**src/vds_pkg.sv**
```systemverilog
// package: constants, state type and decode helpers of the vid dac sequencer
// assumes: one aclk domain; every input is synchronous to aclk
package vds_pkg;
  localparam int SLOTS_PER_CYCLE = 6;
  localparam int HALF_CYCLE_SLOTS = SLOTS_PER_CYCLE / 2;
  localparam int SS_WAIT_CYCLES = 64;
  localparam int SS_FAST_CYCLES = 640;
  localparam int RAMP_CYC_PER_VOLT = 1280;
  localparam int UNITS_PER_VOLT = 80; // 1V over 12.5mV
  localparam int CYC_PER_UNIT = RAMP_CYC_PER_VOLT / UNITS_PER_VOLT;
  localparam int FAST_STEP_UNITS = 2; // 25mV
  localparam int FAST_STEP_CYCLES = CYC_PER_UNIT * FAST_STEP_UNITS;
  localparam logic [3:0] OFS_START_UNITS = 4'h8; // 100mV
  localparam int OFS_CYC_PER_UNIT = SS_FAST_CYCLES / int'(OFS_START_UNITS);
  localparam logic [1:0] NOLOAD_DELAY_CYCLES = 2'h2;
  localparam logic [5:0] VID_NOLOAD_A = 6'h3f;
  localparam logic [5:0] VID_NOLOAD_B = 6'h3e;
  localparam logic [5:0] VID_SPLIT = 6'h14;
  localparam logic [7:0] VID_LOW_BASE = 8'h57;
  localparam logic [7:0] VID_HIGH_BASE = 8'h95;
  // register map
  localparam logic [7:0] REG_CTRL = 8'h00;
  localparam logic [7:0] REG_STATUS = 8'h04;
  localparam logic [7:0] REG_DAC = 8'h08;
  localparam int CTRL_EN_BIT = 0;
  localparam logic CTRL_EN_RESET = 1'b1;
  localparam int STAT_PG_BIT = 4;
  localparam int STAT_PWM_BIT = 5;
  localparam int STAT_OVL_BIT = 6;
  localparam int STAT_OVSD_BIT = 7;
  localparam int STAT_NOLOAD_BIT = 8;
  localparam int DAC_TGT_LSB = 8;
  localparam int DAC_OFS_LSB = 16;
  localparam logic [1:0] RESP_OKAY = 2'b00;
  localparam logic [1:0] RESP_SLVERR = 2'b10;

  typedef enum logic [3:0] {
    ST_SHUT = 4'b0001,
    ST_WAIT = 4'b0010,
    ST_RAMP = 4'b0100,
    ST_RUN = 4'b1000
  } vds_state_t;

  // level in 12.5mV units for a six-bit code
  function automatic logic [7:0] vds_vid_units(input logic [5:0] code);
    if (code <= VID_SPLIT) begin
      return VID_LOW_BASE - {2'h0, code};
    end
    return VID_HIGH_BASE - {2'h0, code};
  endfunction : vds_vid_units

  function automatic logic vds_is_noload(input logic [5:0] code);
    return (code == VID_NOLOAD_A) || (code == VID_NOLOAD_B);
  endfunction : vds_is_noload
endpackage : vds_pkg

```
**src/vds_sequencer.sv**
```systemverilog
// file: enable qualification, soft-start ramp and on-the-fly dac stepping
// assumes: enable, comparator and code inputs already synchronous to aclk
module vds_sequencer #(
  parameter int SLOT_CLKS = 42
) (
  input wire logic aclk,
  input wire logic aresetn,
  input wire logic [7:0] s_axi_awaddr,
  input wire logic s_axi_awvalid,
  output logic s_axi_awready,
  input wire logic [31:0] s_axi_wdata,
  input wire logic [3:0] s_axi_wstrb,
  input wire logic s_axi_wvalid,
  output logic s_axi_wready,
  output logic [1:0] s_axi_bresp,
  output logic s_axi_bvalid,
  input wire logic s_axi_bready,
  input wire logic [7:0] s_axi_araddr,
  input wire logic s_axi_arvalid,
  output logic s_axi_arready,
  output logic [31:0] s_axi_rdata,
  output logic [1:0] s_axi_rresp,
  output logic s_axi_rvalid,
  input wire logic s_axi_rready,
  input wire logic por_ok,
  input wire logic en_cmp_high,
  input wire logic logic_level_enable,
  input wire logic [5:0] voltage_identification_code,
  input wire logic dac_reached_vout,
  input wire logic vout_in_window,
  input wire logic ov_detect,
  output logic [7:0] dac_units,
  output logic [3:0] rs_offset_units,
  output logic pwm_drive_en,
  output logic ov_trip_shutdown,
  output logic power_good_output
);
  import vds_pkg::*;

  vds_state_t state_ff, nxt_state;
  logic slot_pulse, cycle_pulse;
  logic [5:0] vid_smp_ff;
  logic [7:0] dac_ff, tgt;
  logic [3:0] ofs_ff;
  logic [10:0] ss_cnt_ff;
  logic [1:0] nl_cnt_ff, pend_slots_ff;
  logic sw_en_ff, ov_latch_ff, ovsd_ff, pwm_ff, pg_ff, reach_ff;
  logic pend_ff, pend_up_ff, chase_ff;
  logic noload, nl_shut, en_ok, dir_up, far, cancel, run_step, ramp_tick;
  logic [1:0] ramp_units;
  logic wr_en, wr_err, rd_err;
  logic [7:0] wr_addr, rd_addr;
  logic [31:0] wr_data, rd_data;
  logic [3:0] wr_strb;

  vds_slot_timer #(.SLOT_CLKS(SLOT_CLKS)) u_timer (
    .aclk(aclk),
    .aresetn(aresetn),
    .slot_pulse(slot_pulse),
    .cycle_pulse(cycle_pulse)
  );

  vds_axil_slave #(.ADDR_W(8)) u_bus (
    .aclk(aclk), .aresetn(aresetn),
    .s_axi_awaddr(s_axi_awaddr), .s_axi_awvalid(s_axi_awvalid),
    .s_axi_awready(s_axi_awready), .s_axi_wdata(s_axi_wdata),
    .s_axi_wstrb(s_axi_wstrb), .s_axi_wvalid(s_axi_wvalid),
    .s_axi_wready(s_axi_wready), .s_axi_bresp(s_axi_bresp),
    .s_axi_bvalid(s_axi_bvalid), .s_axi_bready(s_axi_bready),
    .s_axi_araddr(s_axi_araddr), .s_axi_arvalid(s_axi_arvalid),
    .s_axi_arready(s_axi_arready), .s_axi_rdata(s_axi_rdata),
    .s_axi_rresp(s_axi_rresp), .s_axi_rvalid(s_axi_rvalid),
    .s_axi_rready(s_axi_rready),
    .wr_en(wr_en), .wr_addr(wr_addr), .wr_data(wr_data), .wr_strb(wr_strb),
    .wr_err(wr_err), .rd_addr(rd_addr), .rd_data(rd_data), .rd_err(rd_err)
  );

  // code sampled at each of the six slots of a cycle
  always_ff @(posedge aclk) begin
    if (!aresetn) begin
      vid_smp_ff <= VID_NOLOAD_A;
    end else if (slot_pulse) begin
      vid_smp_ff <= voltage_identification_code;
    end
  end

  assign tgt = vds_vid_units(vid_smp_ff);
  assign noload = vds_is_noload(vid_smp_ff);
  assign nl_shut = noload && (nl_cnt_ff == NOLOAD_DELAY_CYCLES);
  assign en_ok = por_ok && en_cmp_high && logic_level_enable && sw_en_ff && !ov_latch_ff;

  // switching cycles spent on a no-load code
  always_ff @(posedge aclk) begin
    if (!aresetn || !noload) begin
      nl_cnt_ff <= 2'h0;
    end else if (cycle_pulse && nl_cnt_ff != NOLOAD_DELAY_CYCLES) begin
      nl_cnt_ff <= nl_cnt_ff + 2'h1;
    end
  end

  // overvoltage latch, cleared only by dropping en_cmp_high, logic_level_enable or por_ok
  always_ff @(posedge aclk) begin
    if (!aresetn || !por_ok || !en_cmp_high || !logic_level_enable) begin
      ov_latch_ff <= 1'b0;
    end else if (ov_detect && state_ff != ST_SHUT) begin
      ov_latch_ff <= 1'b1;
    end
  end

  // sequencing state
  always_comb begin
    nxt_state = state_ff;
    unique case (state_ff)
      ST_SHUT: if (en_ok && !noload) nxt_state = ST_WAIT;
      ST_WAIT: if (cycle_pulse && ss_cnt_ff == 11'(SS_WAIT_CYCLES - 1)) nxt_state = ST_RAMP;
      ST_RAMP: if (!noload && dac_ff >= tgt) nxt_state = ST_RUN;
      ST_RUN: nxt_state = ST_RUN;
      default: nxt_state = ST_SHUT;
    endcase
    if (!en_ok || nl_shut) begin
      nxt_state = ST_SHUT;
    end
  end

  always_ff @(posedge aclk) begin
    if (!aresetn) begin
      state_ff <= ST_SHUT;
    end else begin
      state_ff <= nxt_state;
    end
  end

  // switching cycles since the state was entered, saturating
  always_ff @(posedge aclk) begin
    if (!aresetn || nxt_state != state_ff) begin
      ss_cnt_ff <= 11'h0;
    end else if (cycle_pulse && ss_cnt_ff != 11'h7ff) begin
      ss_cnt_ff <= ss_cnt_ff + 11'h1;
    end
  end

  // ramp cadence: 25mV each 32 cycles early, 12.5mV each 16 later
  always_comb begin
    if (int'(ss_cnt_ff) < SS_FAST_CYCLES) begin
      ramp_tick = ((int'(ss_cnt_ff) + 1) % FAST_STEP_CYCLES) == 0;
      ramp_units = 2'(FAST_STEP_UNITS);
    end else begin
      ramp_tick = ((int'(ss_cnt_ff) + 1) % CYC_PER_UNIT) == 0;
      ramp_units = 2'h1;
    end
  end

  // on-the-fly stepping decisions
  assign dir_up = tgt > dac_ff;
  assign far = dir_up ? (tgt - dac_ff > 8'h1) : (dac_ff - tgt > 8'h1);
  assign cancel = pend_ff && (dir_up != pend_up_ff || dac_ff == tgt);
  assign run_step = slot_pulse && state_ff == ST_RUN && !noload && !cancel &&
    (far || (chase_ff && dac_ff != tgt) || (pend_ff && pend_slots_ff == 2'h1));

  // half-cycle wait before a single step
  always_ff @(posedge aclk) begin
    if (!aresetn || state_ff != ST_RUN || noload) begin
      pend_ff <= 1'b0;
      pend_slots_ff <= 2'h0;
      pend_up_ff <= 1'b0;
      chase_ff <= 1'b0;
    end else if (slot_pulse) begin
      chase_ff <= far;
      if (pend_ff) begin
        pend_slots_ff <= pend_slots_ff - 2'h1;
        if (cancel || pend_slots_ff == 2'h1) begin
          pend_ff <= 1'b0;
        end
      end else if (dac_ff != tgt && !far && !chase_ff) begin
        pend_ff <= 1'b1;
        pend_slots_ff <= 2'(HALF_CYCLE_SLOTS);
        pend_up_ff <= dir_up;
      end
    end
  end

  // reference dac level in 12.5mV units
  always_ff @(posedge aclk) begin
    if (!aresetn || state_ff == ST_SHUT || state_ff == ST_WAIT) begin
      dac_ff <= 8'h0;
    end else if (state_ff == ST_RAMP && cycle_pulse && ramp_tick && dac_ff < tgt) begin
      dac_ff <= (tgt - dac_ff > {6'h0, ramp_units}) ? dac_ff + {6'h0, ramp_units} : tgt;
    end else if (run_step) begin
      dac_ff <= dir_up ? dac_ff + 8'h1 : dac_ff - 8'h1;
    end
  end

  // remote-sense offset: 100mV at start, one unit off each 80 cycles
  always_ff @(posedge aclk) begin
    if (!aresetn) begin
      ofs_ff <= 4'h0;
    end else if (state_ff == ST_SHUT && nxt_state == ST_WAIT) begin
      ofs_ff <= OFS_START_UNITS;
    end else if (state_ff == ST_RAMP && cycle_pulse && ofs_ff != 4'h0 &&
                 ((int'(ss_cnt_ff) + 1) % OFS_CYC_PER_UNIT) == 0) begin
      ofs_ff <= ofs_ff - 4'h1;
    end
  end

  // pwm, power good and trip level, following the next state
  always_ff @(posedge aclk) begin
    if (!aresetn) begin
      reach_ff <= 1'b0;
      pwm_ff <= 1'b0;
      pg_ff <= 1'b0;
      ovsd_ff <= 1'b0;
    end else begin
      reach_ff <= (nxt_state == ST_RAMP) && (reach_ff || dac_reached_vout);
      pwm_ff <= (nxt_state == ST_RUN) ||
        (nxt_state == ST_RAMP && (reach_ff || dac_reached_vout));
      pg_ff <= (nxt_state == ST_RUN) && vout_in_window;
      if (state_ff == ST_SHUT && nxt_state == ST_WAIT) begin
        ovsd_ff <= 1'b0;
      end else if (nl_shut || ov_latch_ff) begin
        ovsd_ff <= 1'b1;
      end
    end
  end

  // software control register
  always_ff @(posedge aclk) begin
    if (!aresetn) begin
      sw_en_ff <= CTRL_EN_RESET;
    end else if (wr_en && wr_addr == REG_CTRL && wr_strb[0]) begin
      sw_en_ff <= wr_data[CTRL_EN_BIT];
    end
  end

  assign wr_err = (wr_addr != REG_CTRL) && (wr_addr != REG_STATUS) && (wr_addr != REG_DAC);

  // register read decode
  always_comb begin
    rd_data = 32'h0;
    rd_err = 1'b0;
    case (rd_addr)
      REG_CTRL: rd_data[CTRL_EN_BIT] = sw_en_ff;
      REG_STATUS: begin
        rd_data[3:0] = state_ff;
        rd_data[STAT_PG_BIT] = pg_ff;
        rd_data[STAT_PWM_BIT] = pwm_ff;
        rd_data[STAT_OVL_BIT] = ov_latch_ff;
        rd_data[STAT_OVSD_BIT] = ovsd_ff;
        rd_data[STAT_NOLOAD_BIT] = noload;
      end
      REG_DAC: begin
        rd_data[7:0] = dac_ff;
        rd_data[DAC_TGT_LSB +: 8] = tgt;
        rd_data[DAC_OFS_LSB +: 4] = ofs_ff;
      end
      default: rd_err = 1'b1;
    endcase
  end

  assign dac_units = dac_ff;
  assign rs_offset_units = ofs_ff;
  assign pwm_drive_en = pwm_ff;
  assign ov_trip_shutdown = ovsd_ff;
  assign power_good_output = pg_ff;

  property p_shut_hiz;
    @(posedge aclk) disable iff (!aresetn) (state_ff == ST_SHUT) |-> !pwm_ff;
  endproperty
  a_shut_hiz: assert property (p_shut_hiz)
    else $error("pwm driven during shutdown");

  property p_start;
    @(posedge aclk) disable iff (!aresetn)
      (state_ff == ST_SHUT && en_ok && !noload) |=> (state_ff == ST_WAIT);
  endproperty
  a_start: assert property (p_start)
    else $error("soft-start not begun with enables true");

  property p_wait_len;
    @(posedge aclk) disable iff (!aresetn) $rose(state_ff == ST_RAMP) |->
      ($past(state_ff) == ST_WAIT && $past(ss_cnt_ff) == 11'(SS_WAIT_CYCLES - 1));
  endproperty
  a_wait_len: assert property (p_wait_len)
    else $error("ramp began before the start wait ended");

  property p_fast_step;
    @(posedge aclk) disable iff (!aresetn)
      (state_ff == ST_RAMP && $past(state_ff) == ST_RAMP && $changed(dac_ff) &&
       int'($past(ss_cnt_ff)) < SS_FAST_CYCLES) |-> (dac_ff == $past(dac_ff) + 8'h2 || dac_ff == tgt);
  endproperty
  a_fast_step: assert property (p_fast_step)
    else $error("early ramp step is not 25mV");

  property p_ofs_gone;
    @(posedge aclk) disable iff (!aresetn)
      (state_ff == ST_RAMP && int'(ss_cnt_ff) >= SS_FAST_CYCLES) |-> (ofs_ff == 4'h0);
  endproperty
  a_ofs_gone: assert property (p_ofs_gone)
    else $error("sense offset not zero after fast ramp");

  property p_sample;
    @(posedge aclk) disable iff (!aresetn) !slot_pulse |=> $stable(vid_smp_ff);
  endproperty
  a_sample: assert property (p_sample)
    else $error("code sampled outside a slot");

  property p_run_step;
    @(posedge aclk) disable iff (!aresetn) (state_ff == ST_RUN && $past(state_ff) == ST_RUN) |->
      (dac_ff == $past(dac_ff) || dac_ff == $past(dac_ff) + 8'h1 || dac_ff == $past(dac_ff) - 8'h1);
  endproperty
  a_run_step: assert property (p_run_step)
    else $error("dac moved more than one step");

  property p_cancel;
    @(posedge aclk) disable iff (!aresetn)
      (state_ff == ST_RUN && slot_pulse && cancel) |=> (!pend_ff && $stable(dac_ff));
  endproperty
  a_cancel: assert property (p_cancel)
    else $error("reversed step not cancelled");

  property p_noload_delay;
    @(posedge aclk) disable iff (!aresetn)
      ($rose(ovsd_ff) && !$past(ov_latch_ff)) |-> ($past(nl_cnt_ff) == NOLOAD_DELAY_CYCLES);
  endproperty
  a_noload_delay: assert property (p_noload_delay)
    else $error("trip level changed before the no-load delay");

  property p_ov_hold;
    @(posedge aclk) disable iff (!aresetn)
      (ov_latch_ff && por_ok && en_cmp_high && logic_level_enable) |=> ov_latch_ff;
  endproperty
  a_ov_hold: assert property (p_ov_hold)
    else $error("overvoltage latch cleared without enable cycling");

  property p_pg;
    @(posedge aclk) disable iff (!aresetn) (state_ff != ST_RUN) |-> !pg_ff;
  endproperty
  a_pg: assert property (p_pg)
    else $error("power good high outside run");

  property p_pwm_wait;
    @(posedge aclk) disable iff (!aresetn) (state_ff == ST_RAMP && !reach_ff) |-> !pwm_ff;
  endproperty
  a_pwm_wait: assert property (p_pwm_wait)
    else $error("pwm enabled before dac reached output");
endmodule : vds_sequencer

```
**src/vds_slot_timer.sv**
```systemverilog
// file: divider making sample-slot and switching-cycle enable pulses
// assumes: aclk free running; pulses last one aclk cycle
module vds_slot_timer #(
  parameter int SLOT_CLKS = 42
) (
  input wire logic aclk,
  input wire logic aresetn,
  output logic slot_pulse,
  output logic cycle_pulse
);
  import vds_pkg::*;
  localparam int CW = $clog2(SLOT_CLKS);

  if (SLOT_CLKS < 2) begin : g_bad_slot
    $error("SLOT_CLKS must be at least 2");
  end

  logic [CW-1:0] div_ff;
  logic [2:0] slot_ff;
  logic slot_pulse_ff;
  logic cycle_pulse_ff;
  logic div_end;

  assign div_end = (div_ff == CW'(SLOT_CLKS - 1));

  // aclk divider and slot index, six slots a switching cycle
  always_ff @(posedge aclk) begin
    if (!aresetn) begin
      div_ff <= '0;
      slot_ff <= 3'h0;
      slot_pulse_ff <= 1'b0;
      cycle_pulse_ff <= 1'b0;
    end else begin
      div_ff <= div_end ? '0 : div_ff + CW'(1);
      slot_pulse_ff <= div_end;
      cycle_pulse_ff <= div_end && (slot_ff == 3'(SLOTS_PER_CYCLE - 1));
      if (div_end) begin
        slot_ff <= (slot_ff == 3'(SLOTS_PER_CYCLE - 1)) ? 3'h0 : slot_ff + 3'h1;
      end
    end
  end

  assign slot_pulse = slot_pulse_ff;
  assign cycle_pulse = cycle_pulse_ff;
endmodule : vds_slot_timer

```
**src/vds_axil_slave.sv**
```systemverilog
// file: axi4-lite slave front end, one write and one read in flight
// assumes: master keeps valid and payload until ready; rd_data decodes rd_addr
module vds_axil_slave #(
  parameter int ADDR_W = 8
) (
  input wire logic aclk,
  input wire logic aresetn,
  input wire logic [ADDR_W-1:0] s_axi_awaddr,
  input wire logic s_axi_awvalid,
  output logic s_axi_awready,
  input wire logic [31:0] s_axi_wdata,
  input wire logic [3:0] s_axi_wstrb,
  input wire logic s_axi_wvalid,
  output logic s_axi_wready,
  output logic [1:0] s_axi_bresp,
  output logic s_axi_bvalid,
  input wire logic s_axi_bready,
  input wire logic [ADDR_W-1:0] s_axi_araddr,
  input wire logic s_axi_arvalid,
  output logic s_axi_arready,
  output logic [31:0] s_axi_rdata,
  output logic [1:0] s_axi_rresp,
  output logic s_axi_rvalid,
  input wire logic s_axi_rready,
  output logic wr_en,
  output logic [ADDR_W-1:0] wr_addr,
  output logic [31:0] wr_data,
  output logic [3:0] wr_strb,
  input wire logic wr_err,
  output logic [ADDR_W-1:0] rd_addr,
  input wire logic [31:0] rd_data,
  input wire logic rd_err
);
  import vds_pkg::*;

  logic awready_ff, wready_ff, bvalid_ff, arready_ff, rvalid_ff, rpend_ff;
  logic [1:0] bresp_ff, rresp_ff;
  logic [ADDR_W-1:0] waddr_ff, raddr_ff;
  logic [31:0] wdata_ff, rdata_ff;
  logic [3:0] wstrb_ff;

  // write address and data taken in either order
  always_ff @(posedge aclk) begin
    if (!aresetn) begin
      awready_ff <= 1'b1;
      wready_ff <= 1'b1;
      waddr_ff <= '0;
      wdata_ff <= 32'h0;
      wstrb_ff <= 4'h0;
    end else begin
      if (s_axi_awvalid && awready_ff) begin
        awready_ff <= 1'b0;
        waddr_ff <= s_axi_awaddr;
      end else if (bvalid_ff && s_axi_bready) begin
        awready_ff <= 1'b1;
      end
      if (s_axi_wvalid && wready_ff) begin
        wready_ff <= 1'b0;
        wdata_ff <= s_axi_wdata;
        wstrb_ff <= s_axi_wstrb;
      end else if (bvalid_ff && s_axi_bready) begin
        wready_ff <= 1'b1;
      end
    end
  end

  assign wr_en = !awready_ff && !wready_ff && !bvalid_ff;

  // write response follows the register update
  always_ff @(posedge aclk) begin
    if (!aresetn) begin
      bvalid_ff <= 1'b0;
      bresp_ff <= RESP_OKAY;
    end else if (wr_en) begin
      bvalid_ff <= 1'b1;
      bresp_ff <= wr_err ? RESP_SLVERR : RESP_OKAY;
    end else if (s_axi_bready) begin
      bvalid_ff <= 1'b0;
    end
  end

  // read: capture address, answer with decoded data next cycle
  always_ff @(posedge aclk) begin
    if (!aresetn) begin
      arready_ff <= 1'b1;
      rpend_ff <= 1'b0;
      rvalid_ff <= 1'b0;
      raddr_ff <= '0;
      rdata_ff <= 32'h0;
      rresp_ff <= RESP_OKAY;
    end else if (s_axi_arvalid && arready_ff) begin
      arready_ff <= 1'b0;
      rpend_ff <= 1'b1;
      raddr_ff <= s_axi_araddr;
    end else if (rpend_ff) begin
      rpend_ff <= 1'b0;
      rvalid_ff <= 1'b1;
      rdata_ff <= rd_data;
      rresp_ff <= rd_err ? RESP_SLVERR : RESP_OKAY;
    end else if (rvalid_ff && s_axi_rready) begin
      rvalid_ff <= 1'b0;
      arready_ff <= 1'b1;
    end
  end

  assign s_axi_awready = awready_ff;
  assign s_axi_wready = wready_ff;
  assign s_axi_bvalid = bvalid_ff;
  assign s_axi_bresp = bresp_ff;
  assign s_axi_arready = arready_ff;
  assign s_axi_rvalid = rvalid_ff;
  assign s_axi_rdata = rdata_ff;
  assign s_axi_rresp = rresp_ff;
  assign wr_addr = waddr_ff;
  assign wr_data = wdata_ff;
  assign wr_strb = wstrb_ff;
  assign rd_addr = raddr_ff;
endmodule : vds_axil_slave

```
**config.mk**
```make
export PLATFORM = sky130hd
export DESIGN_NAME = vds_sequencer
export DESIGN_NICKNAME = d
export VERILOG_FILES = /design/src/vds_pkg.sv /design/src/vds_sequencer.sv /design/src/vds_slot_timer.sv /design/src/vds_axil_slave.sv
export SDC_FILE = /design/constraint.sdc
export NUM_CORES = 1
export LEC_CHECK = 0
export ABC_CLOCK_PERIOD_IN_PS = 11500
export BUFFER_PORTS_ARGS = -buffer_cell sky130_fd_sc_hd__buf_2
export CAP_MARGIN = 5
export CELL_PAD_IN_SITES_DETAIL_PLACEMENT = 0
export CELL_PAD_IN_SITES_GLOBAL_PLACEMENT = 1
export CORE_AREA = 2 2 126 128
export DETAILED_ROUTE_END_ITERATION = 10
export DIE_AREA = 0 0 128 130
export HOLD_SLACK_MARGIN = 0.03
export PLACE_DENSITY_LB_ADDON = 0.1
export REMOVE_ABC_BUFFERS = 1
export SKIP_CTS_REPAIR_TIMING = 1
export SYNTH_ARGS = -nofsm -noshare
export SYNTH_HDL_FRONTEND = slang
export SYNTH_SLANG_ARGS = --single-unit
```
**constraint.sdc**
```tcl
create_clock -name aclk -period 11.5 [get_ports aclk]
set_input_delay 2.3 -clock aclk [delete_from_list [all_inputs] [get_ports aclk]]
set_output_delay 2.3 -clock aclk [all_outputs]
set_load 0.02 [all_outputs]
```
======== After elaboration in Yosys (flattened, before gate mapping) ========
Cells that the tools add are included.
word-level totals
  bits in writable memories ............... 0
  logic and storage cells ................. 224
  memories kept ........................... 0
  output and inout port bits .............. 56
  flip-flop bits (word level) ............. 105
  bits of input ports ..................... 71
  ROM bits ................................ 0
  latch bits .............................. 0
operators by class
  bitwise gates (word level) .............. 5
  equal/unequal tests ..................... 27
  mux-type cells .......................... 39
  shifts and indexed selects .............. 0
  reductions and logical operators ........ 96
  add/subtract/negate cells ............... 14
  divide/modulo/power cells ............... 1
  order comparisons ....................... 8
  $mul .................................... 0
operators with widths
  cell                   number
  $logic_not 32->1       3
  $mux 8                 6
  $logic_and 1x1->1      40
  $mod 32x8->32 const B  1
  $mux 4                 6
  $eq 6x6->1 const B     3
  $logic_or 1x1->1       18
  $mux 1                 17
  $gt 8x1->1 const B     2
  $logic_not 8->1        2
  $pmux 4 s4             1
  $pmux 8 s2             1
  $reduce_bool 2->1      8
  $sub 8x8->8            2
  $logic_not 1->1        13
  $add 11x1->12 const B  1
  $add 11x1->11 const B  1
  $eq 11x6->1 const B    1
  $lt 11x10->1 const B   1
  $mux 11                1
  $ne 11x11->1 const B   1
  $mux 2                 5
  $add 8x1->8 const B    1
  $add 8x2->8            1
  43 further kinds       54

======== Depth between registers and ports, before layout ========
Gate-level depths: netlist of the first run.
  word-level depth ........................ 12
  depth in mapped cells ................... 21
  mapped depth without buffers ............ 20

======== Cells and area by module ========
A second synthesis of the first run with hierarchy kept.
unflattened totals
  cells, all modules ...................... 1073
  area total of the unflattened synthesis .. 9173.8 µm²
modules (own cells, without submodules)
  module          instances  sequential area each (µm²)  cells each  area each (µm²)
  vds_sequencer   1          920.9                       615         4710.8
  vds_axil_slave  1          1841.8                      410         4016.4
  vds_slot_timer  1          220.2                       48          446.7

======== Worst setup path after synthesis of the first run ========
OpenSTA, ideal clock, no wires.
  path kind ............................... register -> register
  from .................................... register vid_smp_ff[1]
  to ...................................... register dac_ff[7] (netlist: dac_units[7])
  setup slack ............................. 6.906 ns
  arrival ................................. 4.479 ns
  data required time ...................... 11.384 ns
  stages on the path, launching flop included .. 21
  cell sequence ........................... dfxtp_1 > a21oi_1 > nand2_1 > a21oi_1 > mux2_2 > xor2_1 > ha_1 > buf_2 > a21o_1 > a21oi_1 > nor2b_1 > o31ai_4 > ha_1 > a21o_1 > a21oi_1 > o21bai_1 > a21oi_1 > o21ai_0 > xnor2_1 > or4_1 > and3_1
on the way
  cells in the longest elaborated chain, start to end .. 11
RTL lines
  item                                                                  line                  source
  start, declared                                                       vds_sequencer.sv:42   logic [5:0] vid_smp_ff;
  start signal, assigned                                                vds_sequencer.sv:83   vid_smp_ff <= voltage_identification_code;
  parallel branches: the longest is 11 deep, another holds $sub 7x6->8  -
  end signal, assigned                                                  vds_sequencer.sv:187  dac_ff <= (tgt - dac_ff > {6'h0, ramp_units}) ? dac_ff + {6'h0, ramp_units} : tgt;
  end signal, assigned                                                  vds_sequencer.sv:189  dac_ff <= dir_up ? dac_ff + 8'h1 : dac_ff - 8'h1;
  end, declared                                                         vds_sequencer.sv:43   logic [7:0] dac_ff, tgt;
Several ways; the timed one is not identified. The select of a mux whose other input is x is not followed.
A chain may end at the register's enable or synchronous reset.

======== Worst setup path after layout of the first run ========
Ends and elaborated chain as after synthesis.

==> results of run 1 <==
-- registers in the layout, summed over array words and instances, names as in the netlist, 2 cells and up --
signal / cells
dac_units: 8
ss_cnt_ff: 11
state_ff: 4
nl_cnt_ff: 2
u_bus.rd_addr: 8
vid_smp_ff: 6
u_timer.div_ff: 6
pend_slots_ff: 2
rs_offset_units: 4
u_bus.wr_addr: 8
u_bus.s_axi_rdata: 20
u_timer.slot_ff: 3
-- cells in the mapped netlist (5+ instances only) --
library cell  count
ha_1             37
or4_1             6
mux2i_1          16
nor3_1           23
nand4_1          12
and3_1            6
nand3_1          25
a21o_1            7
a21oi_1          68
xor2_1           14
inv_1            47
o211ai_1          6
a31oi_1           9
xnor2_1          24
a211oi_1         15
and2_1            5
a222oi_1          8
clkbuf_1         27
o21ai_0          26
a22oi_1          12
buf_2             8
buf_4            17
nor3b_1           6
a311oi_1          5
or3_1             6
nand2_1          93
nor2_1           79
o21a_1            6
dfxtp_1         103
nor2b_1           9
-- power groups by stage --
| stage | sequential [uW] | clock (uW) | combinational (uW) |
|---|---|---|---|
| after floorplan | 378 | 0 | 21.8 |
| after global placement | 376 | 0 | 39.5 |
| after detailed placement | 376 | 0 | 40.2 |
| after CTS | 368 | 333 | 40.3 |
| after global routing | 369 | 348 | 45.2 |
| final | 368 | 326 | 40.0 |
-- layout make-up --
type | count | area [um^2]
Fill cell | 1592 | 8140
Multi-Input combinational cell | 626 | 4080
Sequential cell | 103 | 2060
Timing Repair Buffer | 80 | 405
Tap cell | 192 | 240
Clock buffer | 10 | 239
Inverter | 50 | 188
Clock inverter | 6 | 75.1
-- placed cells by master (no fill, tap or decap), types with 6 or more instances in the layout --
cell / n
nand3_1: 25
a211oi_1: 15
o21a_1: 6
a31oi_1: 9
and3_1: 6
clkbuf_16: 9
nor2b_1: 9
nand4_1: 12
nor3b_1: 6
xor2_1: 14
or3_1: 6
a21o_1: 7
xnor2_1: 24
o21ai_0: 26
nand2_1: 93
inv_1: 47
a22oi_1: 12
a21oi_1: 68
nor3_1: 22
o211ai_1: 6
a222oi_1: 8
nor2_1: 79
conb_1: 14
or4_1: 6
ha_1: 37
dfxtp_1: 103
buf_2: 78
mux2i_1: 16
-- logic make-up after synthesis --
group	count (synthesis)	share of synthesized area
fa+ha+maj	41	0.0828
simple gates	301	0.227
buf+inv	104	0.0719
flops	103	0.314
mux	18	0.0278
xor+xnor	38	0.0507
compound gates	214	0.225
other cells	1	0.000572
-- metrics by stage --
step                       util  hold slack (ns)
after CTS                 0.473            0.452
after global routing      0.473            0.478
final                     0.473            0.454
after floorplan               -            0.430
after detailed placement  0.452            0.442
after global placement    0.452            0.437
-- metal layers --
layer | vias up | GRT usage
met3 | 23 | 0.0324
met1 | 2849 | 0.260
met5 | - | 0
li1 | 3009 | -
met4 | 0 | 0.0595
met2 | 116 | 0.364
-- worst max-delay path: cells and delay by family (launching register included) --
| kind | cells | cell delay, ns |
|---|---|---|
| AOI/OAI and AO/OA | 10 | 2.36 |
| adders and majority gates | 2 | 0.79 |
| and+or+nand+nor | 4 | 0.76 |
| xor gates and xnor gates | 2 | 0.56 |
| muxes | 1 | 0.39 |
| DFF | 1 | 0.38 |
-- worst min-delay path by stage --
stage	start	end	slack, ns	cells past startpoint
2_1_floorplan	u_timer.div_ff[0]$_SDFF_PP0_	u_timer.div_ff[0]$_SDFF_PP0_	0.43	1
3_3_place_gp	u_bus.wr_addr[5]$_SDFFE_PN0P_	u_bus.wr_addr[5]$_SDFFE_PN0P_	0.44	2
3_5_place_dp	u_bus.wr_addr[7]$_SDFFE_PN0P_	u_bus.wr_addr[7]$_SDFFE_PN0P_	0.44	2
4_1_cts	u_bus.wr_addr[7]$_SDFFE_PN0P_	u_bus.wr_addr[7]$_SDFFE_PN0P_	0.45	2
5_1_grt	u_bus.rd_addr[0]$_SDFFE_PN0P_	u_bus.rd_addr[0]$_SDFFE_PN0P_	0.48	2
6_report	u_bus.wr_addr[7]$_SDFFE_PN0P_	u_bus.wr_addr[7]$_SDFFE_PN0P_	0.45	2
==> flow_metrics.py, run 1 <==
metrics = {
    "worst_setup_path": {
        "r2r-end": "dac_units[7]$_SDFFE_PP0P_",
        "endpoint": "dac_units[7]$_SDFFE_PP0P_",
        "rrSetupSlack_ns": 6.15,
        "slowest_delay_ns": 0.53,
        "crit_path_cell_trace": "a21oi_1, nand2_1, a21oi_1, mux2_2, xor2_1, ha_1, a21o_1, a21oi_1, nor2b_1, o31ai_4, ha_1, a21o_1, a21oi_1, o21bai_1, a21oi_1, o21ai_0, xnor2_1, or4_1, and3_1",
        "slowest_stage": "o31ai_4",
        "cp.required_ns": 11.75,
        "rr_startpoint": "vid_smp_ff[1]$_SDFFE_PN1P_",
        "reg2reg_depth": 19,
        "cp_max_fo": 10,
        "path_common_cell": "a21oi_1",
        "cp-start-kind": "flip-flop",
        "path_class": "flip-flop to flip-flop",
        "startpoint": "vid_smp_ff[1]$_SDFFE_PN1P_",
        "crit_arrival_ns": 5.61,
        "cp-end-kind": "flip-flop",
    },
    "timing": {
        "finClkSkew_ns": 0.00878,
        "setup_viol": 0,
        "finalMaxSlewViolations": 0,
        "worst_pin_slew_ns": 0.956,
        "period_share": 0.465,
        "finalSetupTns_ns": 0,
        "slew-limit-headroom": 0.361,
        "setup_slack_ns": 6.15,
        "fmax_ghz": 0.187,
        "rsz0062_at_grt": "no",
        "fin_crit_ns": 5.35,
        "hold_viol": 0,
    },
    "logic_synthesis": {
        "ys.warnings.count": 0,
        "syn_area_per_cell_um2": 8.00,
        "ys_seq_area_frac": 0.314,
        "syn_area_um2": 6560,
        "netlist_instances": 820,
        "yosys-top-cells-area": "dfxtp_1 (31%), ha_1 (7.1%), nand2_1 (5.3%)",
        "synth_top_area_frac": 0.314,
        "ys_ff_latch": 103,
        "yosys.area.top_type": "dfxtp_1",
        "ys_types": 88,
        "async_flop_share": 0,
        "synth_edf_count": 0,
        "dominantRegCellSynth": "dfxtp_1",
    },
    "routing": {
        "vias_per_cell": 5.62,
        "top_layer": "met4",
        "wl_met1_um": 7880,
        "dr.pass1.iters": 5,
        "met2RoutedLength_um": 8580,
        "vias": 5997,
        "final_antenna_net_count": 0,
        "wl_um": 17300,
        "drt_iter0_drc": 358,
        "dr_wl_met3_um": 588,
        "wl_per_cell_um": 16.2,
        "drc": 0,
    },
    "outcome": {
        "outcome": "completed",
    },
    "clocking": {
        "cts_tree": "built",
        "h-tree-depth": 3,
        "cts_sinks": 103,
        "cts_made_buffers": 9,
        "clk_latency_ns": 0.35,
        "clk_path_buf_depth": 2,
        "root_buffer": "clkbuf_16",
        "clk_pin_slew_worst_paths_ns": 0.07,
    },
    "final_layout": {
        "antennaDiodeCount": 0,
        "design_area_um2": 7290,
        "finalNetCount": 982,
        "syn_to_final_growth_pct": 11.1,
        "fin_cells": 1067,
        "layout-drive-gt1-share": 0.139,
    },
    "die": {
        "dieArea_um2": 16600,
        "die_h_um": 130,
        "placementRows": 46,
        "die_w_um": 128,
        "core_um2": 15400,
        "ios": 127,
        "start_util": 0.425,
    },
    "grt": {
        "grt_start_max_net_pins": 46,
        "grt_pass1_vias": 5427,
        "grt_pass1_wl_um": 27300,
        "overflow": 0,
        "grt_antenna_before_repair": 0,
        "grt_usage": 0.206,
    },
    "placed_design": {
        "placed_cell_area_um2": 6980,
        "place_ws_ns": 6.21,
        "gp_congestion": 0.837,
        "post-place-cells": 1051,
        "hpwlAfterDp_um": 13100,
        "port-buffer-count": 78,
    },
    "job": {
        "max_cap_viol_count": 0,
    },
    "pwr": {
        "power_uw": 733,
        "p_int_uw": 555,
        "leakage_uw": 0.00309,
        "ir_drop_mv": 0.0685,
        "swShare": 0.244,
        "p_per_area_nw_per_um2": 101,
        "seqPwrFrac": 0.502,
        "power_switching_uw": 179,
        "p_clk_frac": 0.444,
        "p_comb_frac": 0.054,
    },
    "hold_path": {
        "hp-class": "flip-flop to flip-flop",
    },
}
Power figures use the tool's default switching activity.
==> run 2: changes to the inputs <==
--- a/config.mk
+++ b/config.mk
@@ -5,14 +5,15 @@
 export SDC_FILE = /design/constraint.sdc
 export NUM_CORES = 1
 export LEC_CHECK = 0
-export ABC_CLOCK_PERIOD_IN_PS = 11500
+export ABC_AREA = 1
+export ABC_CLOCK_PERIOD_IN_PS = 5100
 export BUFFER_PORTS_ARGS = -buffer_cell sky130_fd_sc_hd__buf_2
 export CAP_MARGIN = 5
 export CELL_PAD_IN_SITES_DETAIL_PLACEMENT = 0
 export CELL_PAD_IN_SITES_GLOBAL_PLACEMENT = 1
-export CORE_AREA = 2 2 126 128
+export CORE_AREA = 2 2 130 132
 export DETAILED_ROUTE_END_ITERATION = 10
-export DIE_AREA = 0 0 128 130
+export DIE_AREA = 0 0 132 134
 export HOLD_SLACK_MARGIN = 0.03
 export PLACE_DENSITY_LB_ADDON = 0.1
 export REMOVE_ABC_BUFFERS = 1
==> constraint.sdc (replaced) <==
create_clock -name aclk -period 5.1 [get_ports aclk]
set_input_delay 1.02 -clock aclk [delete_from_list [all_inputs] [get_ports aclk]]
set_output_delay 1.02 -clock aclk [all_outputs]
set_load 0.02 [all_outputs]
==> run 2 against run 1 <==
Compared with the run above:
- power grew 120%
- highest routed layer unchanged
- sequential share of layout area is 0.57 points lower
- largest power group unchanged
- critical path depth increased by 7
- wire length fell by 2.6%
- core utilization decreased by 1.6 points
- sequential power increased by 130%
- clock power is 120% higher
- fmax grew 17%
- area after synthesis shrank 2.4%
- clock skew increased by 0.0018 ns
- non-clock buffer count grew 20
- first-iteration DRC count shrank 34%
==> flow_metrics.py, run 2 <==
metrics = {
    "pwr": {
        "ir_drop_mv": 0.151,
        "leakage_uw": 0.00355,
        "p_per_area_nw_per_um2": 222,
    },
    "grt": {
        "grt_antenna_before_repair": 0,
        "grt_pass1_wl_um": 27700,
        "grt_usage": 0.193,
        "overflow": 0,
        "grt_pass1_vias": 5579,
        "grt_start_max_net_pins": 31,
    },
    "logic_synthesis": {
        "ys_types": 50,
        "netlist_instances": 916,
        "syn_area_per_cell_um2": 6.99,
        "ys_seq_area_frac": 0.322,
        "syn_area_um2": 6400,
        "synth_common_cells": "nand2_1 (170), inv_1 (125), nor2_1 (110), dfxtp_1 (103), o21ai_0 (70)",
        "yosys-top-cells-area": "dfxtp_1 (32%), nand2_1 (10%), inv_1 (7.3%)",
        "async_flop_share": 0,
        "yosys.area.top_type": "dfxtp_1",
        "synth.most_common_cell": "nand2_1",
        "ys.warnings.count": 0,
        "ys_ff_latch": 103,
        "synth_edf_count": 0,
        "dominantRegCellSynth": "dfxtp_1",
        "synth_top_area_frac": 0.322,
    },
    "job": {
        "max_cap_viol_count": 0,
    },
    "timing": {
        "worst_pin_slew_ns": 0.952,
        "fin_crit_ns": 4.56,
        "hold_viol": 0,
        "rsz0062_at_grt": "no",
        "slew-limit-headroom": 0.362,
        "finalMaxSlewViolations": 0,
        "period_share": 0.893,
        "finalSetupTns_ns": 0,
        "hold_ws_ns": 0.455,
        "finClkSkew_ns": 0.0106,
        "fmax_ghz": 0.219,
        "setup_viol": 0,
    },
    "worst_setup_path": {
        "cp_max_fo": 6,
        "cp-end-kind": "flip-flop",
        "cp.required_ns": 5.33,
        "rr_startpoint": "vid_smp_ff[2]$_SDFFE_PN1P_",
        "crit_arrival_ns": 4.79,
        "path_class": "flip-flop to flip-flop",
        "r2r-end": "dac_units[7]$_SDFFE_PP0P_",
        "cp-start-kind": "flip-flop",
        "rrSetupSlack_ns": 0.54,
        "reg2reg_depth": 26,
    },
    "final_layout": {
        "largest_reg_flops": 20,
        "antennaDiodeCount": 0,
        "multi_input_area_um2": 3730,
        "finalNetCount": 1117,
        "layout-drive-gt1-share": 0.157,
        "nFillCells": 1785,
        "final_common_cell": "nand2_1",
        "utilization": 0.457,
        "ff_latch_area_um2": 2060,
        "syn_to_final_growth_pct": 16.2,
        "final_cell_mix": "nand2_1 (169), inv_1 (125), nor2_1 (110)",
    },
    "routing": {
        "drt_iter0_drc": 238,
        "wl_um": 16800,
        "final_antenna_net_count": 0,
        "drc": 0,
        "wl_per_cell_um": 13.7,
        "vias": 5929,
        "dr.pass1.iters": 4,
        "vias_per_cell": 4.82,
    },
    "clocking": {
        "clk_pin_slew_worst_paths_ns": 0.08,
        "root_buffer": "clkbuf_16",
        "cts_sinks": 103,
        "h-tree-depth": 3,
        "cts_tree": "built",
        "clk_path_buf_depth": 2,
        "clk_latency_ns": 0.35,
        "cts_made_buffers": 9,
    },
    "hold_path": {
        "hold_depth": 2,
        "hp-class": "flip-flop to flip-flop",
        "worstHoldStart": "u_timer.slot_ff[0]$_SDFFE_PN0P_",
        "min_to": "u_timer.slot_ff[0]$_SDFFE_PN0P_",
    },
    "die": {
        "placementRows": 47,
        "die_h_um": 134,
        "core_um2": 16300,
        "die_w_um": 132,
        "dieArea_um2": 17700,
        "ios": 127,
        "start_util": 0.393,
    },
    "placed_design": {
        "port-buffer-count": 78,
        "hpwlAfterDp_um": 13300,
        "gp_congestion": 0.863,
    },
    "outcome": {
        "outcome": "completed",
    },
}
[run 2: cells by family (layout without fill, tap and decap cells)]
family	count (synthesis)	in the layout	synth area share
AO/OA/AOI/OAI	188	188	0.174
XOR/XNOR	32	32	0.0438
adder cells (fa/ha/maj)	41	41	0.0848
buffers and inverters	167	248	0.106
flip-flops	103	103	0.322
other	1	14	0.000586
AND/OR/NAND/NOR	384	384	0.269
[run 2: power by group]
part           internal, uW  switching [uW]  leakage [uW]  total (uW)
registers               823            11.8      0.000836         834
logic                  33.4            67.3       0.00257         101
clock network           352             361      0.000151         713
total                  1210             440       0.00355        1650
[run 2: worst max-delay path: stages, from the launching register on]
cell	delay (ns)
dfxtp_1	0.41
inv_1	0.09
o31ai_2	0.32
nor2_1	0.13
inv_1	0.14
nand2_1	0.08
o21ai_0	0.10
xor2_1	0.31
inv_1	0.13
ha_1	0.30
buf_4	0.16
a21oi_1	0.20
nor2_1	0.08
nor3_2	0.23
inv_1	0.12
nand2_2	0.18
ha_1	0.29
a21oi_1	0.13
nand2_1	0.09
a21oi_1	0.13
inv_1	0.06
a21oi_1	0.20
o21ai_0	0.12
a21oi_1	0.17
a21oi_1	0.08
o21ai_0	0.09
a31oi_1	0.10
[run 2: area by class of cell]
type / count / share of cell area
Clock inverter: 7 / 0.0123
Timing Repair Buffer: 100 / 0.0747
Inverter: 132 / 0.0666
Sequential cell: 103 / 0.277
Clock buffer: 9 / 0.0303
Tap cell: 220 / 0.0370
Multi-Input combinational cell: 659 / 0.502
[run 2: worst max path at each step]
stage,start,end,cells past startpoint
after global placement,vid_smp_ff[0]$_SDFFE_PN1P_,dac_units[7]$_SDFFE_PP0P_,26
final,vid_smp_ff[2]$_SDFFE_PN1P_,dac_units[7]$_SDFFE_PP0P_,26
after detailed placement,vid_smp_ff[0]$_SDFFE_PN1P_,dac_units[7]$_SDFFE_PP0P_,26
after CTS,vid_smp_ff[0]$_SDFFE_PN1P_,dac_units[7]$_SDFFE_PP0P_,26
after floorplan,vid_smp_ff[4]$_SDFFE_PN1P_,dac_units[7]$_SDFFE_PP0P_,26
after global routing,vid_smp_ff[4]$_SDFFE_PN1P_,dac_units[7]$_SDFFE_PP0P_,26
[run 2: stage by stage]
step           instance area [um^2]  cells  total power [uW]  setup slack, ns
3_5_place_dp                   7100   1214               955            0.277
3_3_place_gp                   7100   1214               955            0.257
6_report                       7440   1230              1650            0.544
4_1_cts                        7410   1230              1680            0.247
2_1_floorplan                  6260    894               913            0.953
5_1_grt                        7440   1230              1720           0.0290
[run 2: layer usage]
metal  wire length [um]  vias up  global-route usage
li1                   -     3158                   -
met1               8090     2689               0.252
met2               8140       70               0.337
met3                349       12              0.0261
met4                235        0              0.0507
met5                  0        -                   0
